**config.mk**
```make
export PLATFORM = sky130hd
export DESIGN_NAME = fxcap_regs
export DESIGN_NICKNAME = d
export VERILOG_FILES = /design/src/fxcap_pkg.sv /design/src/fxcap_regs.sv
export SDC_FILE = /design/constraint.sdc
export NUM_CORES = 1
export LEC_CHECK = 0
export BUFFER_PORTS_ARGS = -buffer_cell sky130_fd_sc_hd__buf_2
export CORE_MARGIN = 10
export CORE_UTILIZATION = 57
export DETAILED_ROUTE_END_ITERATION = 12
export GPL_TIMING_DRIVEN = 0
export PLACE_DENSITY = 0.95
export SYNTH_ARGS = -nofsm -noshare
export SYNTH_HDL_FRONTEND = slang
export SYNTH_SLANG_ARGS = --single-unit
```
**constraint.sdc**
```tcl
create_clock -name clk_sys_i -period 3.28 [get_ports clk_sys_i]
set_input_delay 0.492 -clock clk_sys_i [delete_from_list [all_inputs] [get_ports clk_sys_i]]
set_output_delay 0.492 -clock clk_sys_i [all_outputs]
set_load 0.005 [all_outputs]
```
**src/fxcap_pkg.sv**
```systemverilog
package fxcap_pkg;

	// ****************************************************************
	// control register numbers, as given to the move instructions
	// ****************************************************************
	localparam logic [5:0] FXCAP_CR_HS1 = 6'h01; // src1_operand_high_capture
	localparam logic [5:0] FXCAP_CR_LS1 = 6'h02; // src1_operand_low_capture
	localparam logic [5:0] FXCAP_CR_HS2 = 6'h03; // src2_operand_high_capture
	localparam logic [5:0] FXCAP_CR_LS2 = 6'h04; // src2_operand_low_capture
	localparam logic [5:0] FXCAP_CR_PPT = 6'h05; // precise_op_type_capture
	localparam logic [5:0] FXCAP_CR_PRH = 6'h06; // partial_result_high_capture
	localparam logic [5:0] FXCAP_CR_IPT = 6'h08; // imprecise_op_type_capture
	localparam logic [5:0] FXCAP_CR_CTL = 6'h3F; // user_round_and_handler_enables

	// ****************************************************************
	// field positions
	// ****************************************************************
	localparam int FXCAP_CTL_RM_LSB = 14; // rounding_select in bits 15-14
	localparam int FXCAP_IPT_ENA_LSB = 5; // enable snapshots in bits 9-5
	localparam int FXCAP_IPT_EXP_LSB = 20; // result_exponent_field in bits 31-20
	localparam int FXCAP_PRH_RM_LSB = 29; // applied_rounding_field in bits 30-29

	// ****************************************************************
	// reset values
	// ****************************************************************
	localparam logic [31:0] FXCAP_RST_WORD = 32'h0000_0000;
	localparam logic [1:0] FXCAP_RST_RM = 2'h0;
	localparam logic [4:0] FXCAP_RST_ENA = 5'h00;

	// ****************************************************************
	// types
	// ****************************************************************
	typedef enum logic [1:0] {
		FXCAP_RM_NEAREST = 2'h0,
		FXCAP_RM_ZERO = 2'h1,
		FXCAP_RM_NEG_INF = 2'h2,
		FXCAP_RM_POS_INF = 2'h3
	} fxcap_rm_e;

	// five handler enables, msb first as in the control word
	typedef struct packed {
		logic invalid_handler_enable;
		logic divzero_handler_enable;
		logic underflow_handler_enable;
		logic overflow_handler_enable;
		logic inexact_handler_enable;
	} fxcap_ena_s;

	// one-hot decode of the rounding select
	typedef struct packed {
		logic to_nearest;
		logic to_zero;
		logic to_neg_inf;
		logic to_pos_inf;
	} fxcap_rnd_s;

	// one source operand as the pipeline holds it
	typedef struct packed {
		logic is_int; // 32-bit integer in val[31:0]
		logic is_dbl; // double in val[63:0], else single in val[31:0]
		logic [63:0] val;
	} fxcap_op_s;

	// precise exception capture data
	typedef struct packed {
		logic idiv_err; // integer divide error
		logic [10:0] instr_15_5; // opcode and three size fields
		logic [4:0] destination_number_field_num;
		fxcap_op_s src1;
		fxcap_op_s src2;
	} fxcap_prec_s;

	// imprecise exception capture data
	typedef struct packed {
		logic [4:0] opcode; // instruction bits 15-11
		logic instr_b5; // destination size bit
		logic [4:0] destination_number_field_num;
		logic res_dbl; // exponent is 11 bits, else 8 bits in res_exp[7:0]
		logic [10:0] res_exp; // biased result exponent
		logic sign;
		logic guard;
		logic round;
		logic sticky;
		logic increment_applied_flag;
		logic [20:0] mant_hi; // includes hidden bit
	} fxcap_imp_s;

endpackage

```
**src/fxcap_regs.sv**
```systemverilog
`timescale 1ns/1ns
// What this block does
// - rounding field decodes nearest, zero, minus, plus
// - each enable bit: 0 disabled, 1 enabled
// - inexact disabled: default handling, no vectoring
// - only inexact enable and rounding steer hardware
// - operand high: sign, exponent, top 20 mantissa
// - divide error zeroes src1 high mantissa
// - operand low: double word, single bits, integer
// - src2 low holds integer divide/convert operand
// - operands captured on every precise exception
// - capture registers read-only, writes ignored
// - precise type: zeros, opcode/sizes, destination number
// - size fields: 00 single, 01 double
// - precise type undefined for integer multiply
// - imprecise type layout: exponent, opcode, flags, destination
// - result exponent: msb inverted and extended
// - destination size flag from instruction bit 5
// - enable snapshots taken at instruction initiation
// - partial result high layout with rounding flags
// - applied rounding taken at instruction initiation
// - add-one and guard/round/sticky copied from result
// - reserved fields read zero, ignore writes
// - precise and imprecise captures load separately
module fxcap_regs
(
	input wire logic clk_sys_i,
	input wire logic rstn_i,
	input wire logic [5:0] cr_sel_i, // control register number
	input wire logic cr_rd_i, // read strobe
	input wire logic cr_wr_i, // write strobe
	input wire logic [31:0] cr_wdata_i,
	input wire logic issue_i, // an instruction enters the unit
	input wire logic prec_exc_i, // precise or integer-divide exception
	input wire fxcap_pkg::fxcap_prec_s prec_i,
	input wire logic imp_exc_i, // imprecise exception
	input wire fxcap_pkg::fxcap_imp_s imp_i,
	input wire logic inexact_cond_i, // inexact result detected
	output logic [31:0] cr_rdata_o,
	output fxcap_pkg::fxcap_rnd_s round_mode_o,
	output logic inexact_handler_enable_o,
	output logic inexact_vector_o, // vector to the inexact handler
	output logic default_inexact_o // hardware handles inexact itself
);
	import fxcap_pkg::*;

	// ****************************************************************
	// state
	// ****************************************************************
	fxcap_rm_e rounding_select_q; // live rounding select
	fxcap_ena_s ena_q; // live handler enables
	fxcap_rm_e rm_snap_q; // rounding at instruction initiation
	fxcap_ena_s ena_snap_q; // enables at instruction initiation
	logic [31:0] hs1_q;
	logic [31:0] ls1_q;
	logic [31:0] hs2_q;
	logic [31:0] ls2_q;
	logic [31:0] ppt_q;
	logic [31:0] ipt_q;
	logic [31:0] prh_q;
	logic [31:0] ctl_word; // control word as read back
	logic [11:0] res_exp_fmt; // formatted result exponent
	logic [31:0] rdata_d;
	logic [31:0] hs1_fmt; // src1 high word before the divide-error mask

	// ****************************************************************
	// operand formatting
	// ****************************************************************
	// high word: sign, 11-bit exponent, top 20 mantissa bits
	function automatic logic [31:0] fmt_hi(input fxcap_op_s op);
		logic [31:0] w;
		w = FXCAP_RST_WORD;
		if (op.is_int)
			w = FXCAP_RST_WORD; // undefined, kept zero
		else if (op.is_dbl)
			w = op.val[63:32];
		else
			w = {op.val[31], {3{op.val[30]}}, op.val[30:23], op.val[22:3]};
		return w;
	endfunction

	// low word: double low word, single low 3 bits, or integer
	function automatic logic [31:0] fmt_lo(input fxcap_op_s op);
		logic [31:0] w;
		w = FXCAP_RST_WORD;
		if (op.is_int)
			w = op.val[31:0];
		else if (op.is_dbl)
			w = op.val[31:0];
		else
			w = {op.val[2:0], 29'h0000_0000};
		return w;
	endfunction

	// formatted once, since a function result cannot be part-selected
	assign hs1_fmt = fmt_hi(prec_i.src1);

	// ****************************************************************
	// user control register
	// ****************************************************************
	// only rounding and five enables are stored; other bits are not kept
	always_ff @(posedge clk_sys_i or negedge rstn_i)
	begin
		if (!rstn_i)
		begin
			rounding_select_q <= FXCAP_RM_NEAREST;
			ena_q <= FXCAP_RST_ENA;
		end
		else if (cr_wr_i && cr_sel_i == FXCAP_CR_CTL)
		begin
			rounding_select_q <= fxcap_rm_e'(cr_wdata_i[FXCAP_CTL_RM_LSB +: 2]);
			ena_q <= cr_wdata_i[4:0];
		end
	end

	assign ctl_word = {16'h0000, rounding_select_q, 9'h000, ena_q};

	// ****************************************************************
	// initiation snapshot
	// ****************************************************************
	// exceptions arrive late, so the settings of the faulting
	// instruction are frozen when it is issued
	always_ff @(posedge clk_sys_i or negedge rstn_i)
	begin
		if (!rstn_i)
		begin
			rm_snap_q <= FXCAP_RM_NEAREST;
			ena_snap_q <= FXCAP_RST_ENA;
		end
		else if (issue_i)
		begin
			rm_snap_q <= rounding_select_q;
			ena_snap_q <= ena_q;
		end
	end

	// ****************************************************************
	// precise captures
	// ****************************************************************
	// loaded only by a precise exception; no write path reaches them
	always_ff @(posedge clk_sys_i or negedge rstn_i)
	begin
		if (!rstn_i)
		begin
			hs1_q <= FXCAP_RST_WORD;
			ls1_q <= FXCAP_RST_WORD;
			hs2_q <= FXCAP_RST_WORD;
			ls2_q <= FXCAP_RST_WORD;
			ppt_q <= FXCAP_RST_WORD;
		end
		else if (prec_exc_i)
		begin
			// divide error: mantissa zero, sign and exponent left as found
			if (prec_i.idiv_err)
				hs1_q <= {hs1_fmt[31:20], 20'h0_0000};
			else
				hs1_q <= hs1_fmt;
			ls1_q <= fmt_lo(prec_i.src1);
			hs2_q <= fmt_hi(prec_i.src2);
			ls2_q <= fmt_lo(prec_i.src2);
			// size fields' upper bits cleared; integer multiply gives no meaning here
			ppt_q <= {16'h0000, prec_i.instr_15_5[10:6], 1'b0, prec_i.instr_15_5[4], 1'b0,
				prec_i.instr_15_5[2], 1'b0, prec_i.instr_15_5[0], prec_i.destination_number_field_num};
		end
	end

	// ****************************************************************
	// imprecise captures
	// ****************************************************************
	// result exponent: invert the msb and extend it to 12 bits
	always_comb
	begin
		if (imp_i.res_dbl)
			res_exp_fmt = {{2{~imp_i.res_exp[10]}}, imp_i.res_exp[9:0]};
		else
			res_exp_fmt = {{5{~imp_i.res_exp[7]}}, imp_i.res_exp[6:0]};
	end

	always_ff @(posedge clk_sys_i or negedge rstn_i)
	begin
		if (!rstn_i)
		begin
			ipt_q <= FXCAP_RST_WORD;
			prh_q <= FXCAP_RST_WORD;
		end
		else if (imp_exc_i)
		begin
			ipt_q <= {res_exp_fmt, 4'h0, imp_i.opcode, imp_i.instr_b5, ena_snap_q,
				imp_i.destination_number_field_num};
			prh_q <= {imp_i.sign, rm_snap_q, imp_i.guard, imp_i.round, imp_i.sticky,
				imp_i.increment_applied_flag, 4'h0, imp_i.mant_hi};
		end
	end

	// ****************************************************************
	// read port
	// ****************************************************************
	// unmapped numbers (cause, status, result low) read zero here
	always_comb
	begin
		unique case (cr_sel_i)
			FXCAP_CR_HS1: rdata_d = hs1_q;
			FXCAP_CR_LS1: rdata_d = ls1_q;
			FXCAP_CR_HS2: rdata_d = hs2_q;
			FXCAP_CR_LS2: rdata_d = ls2_q;
			FXCAP_CR_PPT: rdata_d = ppt_q;
			FXCAP_CR_PRH: rdata_d = prh_q;
			FXCAP_CR_IPT: rdata_d = ipt_q;
			FXCAP_CR_CTL: rdata_d = ctl_word;
			default: rdata_d = FXCAP_RST_WORD;
		endcase
	end

	// read data lands one cycle after the strobe and holds until the next read
	always_ff @(posedge clk_sys_i or negedge rstn_i)
	begin
		if (!rstn_i)
			cr_rdata_o <= FXCAP_RST_WORD;
		else if (cr_rd_i)
			cr_rdata_o <= rdata_d;
	end

	// ****************************************************************
	// hardware use of the control register
	// ****************************************************************
	// only rounding and the inexact enable leave the register
	always_ff @(posedge clk_sys_i or negedge rstn_i)
	begin
		if (!rstn_i)
		begin
			round_mode_o <= 4'h8;
			inexact_handler_enable_o <= 1'b0;
		end
		else
		begin
			round_mode_o.to_nearest <= (rounding_select_q == FXCAP_RM_NEAREST);
			round_mode_o.to_zero <= (rounding_select_q == FXCAP_RM_ZERO);
			round_mode_o.to_neg_inf <= (rounding_select_q == FXCAP_RM_NEG_INF);
			round_mode_o.to_pos_inf <= (rounding_select_q == FXCAP_RM_POS_INF);
			inexact_handler_enable_o <= ena_q.inexact_handler_enable;
		end
	end

	// inexact: vector when enabled, otherwise default handling in hardware
	always_ff @(posedge clk_sys_i or negedge rstn_i)
	begin
		if (!rstn_i)
		begin
			inexact_vector_o <= 1'b0;
			default_inexact_o <= 1'b0;
		end
		else
		begin
			inexact_vector_o <= inexact_cond_i && ena_q.inexact_handler_enable;
			default_inexact_o <= inexact_cond_i && !ena_q.inexact_handler_enable;
		end
	end
endmodule

```
==> out/metrics.cfg <==
[yosys]
synth_edf_count=0
yosys_warnings=0
post_synthesis_sequential_area_ratio=0.5608
synth.top_cell.area_share=0.5584
synth_flop_cell=dfrtp_1
post-synth-top-count-cell=dfrtp_1
synth-seq-cells=249
synth_largest_area_cell=dfrtp_1
syn_area_per_cell_um2=10.90
synth.top_cells.by_count=dfrtp_1, inv_1, mux2_2
postSynthNetCount=1264
syn_area_um2=11110
synth.area.top_cells=dfrtp_1, mux2_2, mux2i_1, inv_1, o22ai_1
synthArstFlopShare=1.000
number_of_instances_in_the_synthesized_netlist=1020
number_of_library_cell_types_mapped_by_synthesis=42

[power]
leakage_power_nw=6.543
cellPowerDensity_nw_per_um2=569.5
vdd_drop_max_uv=373.4
power_mw=7.825

[hold_path]
hold_path.class=in2reg

[critical_path]
worstSetupStartpointType=primary input
setup.worst_path.class=in2reg
worstSetupEndpointType=register
critPathArrivalTime_ps=2840
reg2reg_slack_ps=1950
worst_path_max_fanout=10
critical_path_required_ps=3720

[cts]
master_cell_of_the_clock_root_buffer=clkbuf_16
count_of_hold_fix_buffers_inserted_at_cts=1
tritoncts=yes
cts.sinks=249
number_of_post_cts_setup_repair_buffers=0
clock_latency_ps=530
clk_pin_slew_worst_paths_ps=60
clock_tree.buffer_depth=3
cts_resized=0
tritoncts.num_buffers=26
cts.htree.levels=1

[die]
die_area_um2=25480
die_width_um=159.6
rows=51
floorplan.initialDensity=0.5748
die_y_um=159.6
core-area_um2=19330
floorplan.io_pins=283

[sta]
slew_headroom=0.2423
finalSetupViolCount=0
fin_hold_ws_ps=182.5
finalCriticalPeriod_ps=2405
fin_crit_sh=0.7332
fin_setup_tns_ps=0
fmax_mhz=415.8
worst-slew-pin-transition_ps=1134
timing.clock.skew_ps=12.12
final-max-slew-violation-count=0
final_hold_viol_count=0
grt_setup_unrepaired=no

[detailed_routing]
post_drt_via_cell_ratio=6.612
route.antenna.remaining_nets=0
drcViolationCount=0
detailroute.via_count=10540
routed_wire_length_per_instance_um=26.51
finalWirelength_um=42250
drt_first_pass_iters=9
detail_route.iter0.violations=1762

[final_layout]
fillCellCount=1271
synthesis_to_finish_area_growth_pct=23.64
layout.area.seq_um2=6232
fin_nets=1544
post-route-cell-area_um2=13740
multiInputGateArea_um2=4091
post_route_cells_drive_above_1_share=0.3055

[outcome]
status=finished clean

[global_routing]
antenna_found_initial=10
wire_length_of_the_first_global_routing_pass_um=62870
vias_in_the_first_global_route=10950
grt_start_max_net_pins=96
grt_usage=0.3144
overflow=0

[job]
cap_viol_max_count=0

[placement]
place_area_um2=12760
detailed_place_hpwl_um=28990
placement.io_buffers=249
routabilityCongestion=0.9332

==> worst paths after layout <==
kind / startpoint / endpoint / cells past startpoint
setup reg to reg: rounding_select_q[1] / cr_rdata_o[15] / 2
hold reg to reg: ctl_word[0] / inexact_handler_enable_o / 0
setup / recovery: prec_i[130] / ls1_q[21] / 7
max in group asynchronous: rstn_i / prh_q[9] / 4
min in group asynchronous: rstn_i / prh_q[25] / 2
hold / removal: prec_i[80] / ls1_q[14] / 3
==> cell type report <==
type | instances | share of cell area
Sequential cell | 249 | 0.4536
Multi-Input combinational cell | 573 | 0.2978
Timing Repair Buffer | 252 | 0.09616
Clock buffer | 35 | 0.05500
Inverter | 124 | 0.03387
Tap cell | 265 | 0.02413
Buffer | 74 | 0.02358
Clock inverter | 12 | 0.01411
Antenna cell | 10 | 0.001821
==> sequential cells by signal, indices dropped and copies added (netlist names) <==
| register | count |
|---|---|
| cr_rdata_o | 32 |
| hs1_q | 32 |
| hs2_q | 32 |
| ls1_q | 32 |
| ls2_q | 32 |
| prh_q | 28 |
| ipt_q | 27 |
| ppt_q | 13 |
| ctl_word | 5 |
| ena_snap_q | 5 |
| round_mode_o | 4 |
| rm_snap_q | 2 |
| rounding_select_q | 2 |
| default_inexact_o | 1 |
| inexact_handler_enable_o | 1 |
| inexact_vector_o | 1 |
==> through the flow <==
| step | setup slack, ps | util | cells |
|---|---|---|---|
| CTS | 1077 | 0.7094 | 1584 |
| floorplan | 1457 | - | 1020 |
| global placement | -2537 | 0.6564 | 1534 |
| detailed placement | 547.6 | 0.6597 | 1536 |
| finish | 875.0 | 0.7107 | 1594 |
| global route | 883.2 | 0.7105 | 1593 |
==> critical path: stages <==
cell and delay, ps:
clkbuf_1 660, nor2_1 360, nor2b_1 230, buf_2 300, buf_1 520, nand2_1 140
o21ai_0 130
==> logic make-up (layout without fill, tap and decap cells) <==
| family | count (synthesis) | after routing | synth area share |
|---|---|---|---|
| AOI/OAI and AO/OA | 268 | 268 | 0.1615 |
| DFF | 249 | 249 | 0.5608 |
| buffers and inverters | 198 | 497 | 0.07104 |
| and+or+nand+nor | 160 | 160 | 0.06733 |
| muxes | 144 | 144 | 0.1386 |
| xor gates and xnor gates | 1 | 1 | 0.0007883 |
| other | 0 | 10 | 0 |
==> where the power goes <==
part	switching, mW	internal [mW]	leakage [nW]
combinational	0.558	0.406	2.96
clock	1.28	2.01	0.463
sequential	0.207	3.37	3.12
total	2.04	5.78	6.54
==> layout by cell type, fill, tap and decap left out, types with 13 or more instances in the layout <==
cell and n:
buf_2 264, dfrtp_1 248, inv_1 123, mux2_2 79, nand2_1 69, o21ai_0 66
mux2i_1 65, o22ai_1 64, nor2_1 48, clkbuf_1 42, a22oi_1 32, a21oi_1 29
a221oi_1 28, clkbuf_16 27, a222oi_1 16, buf_1 13
==> per-layer routing <==
metal  track usage  share of wire
met5             0        0.00073
met4        0.2334          0.096
met3       0.09383           0.14
met2        0.4775           0.43
met1        0.3727           0.34
Note: power is estimated with default switching activity, not from simulation.
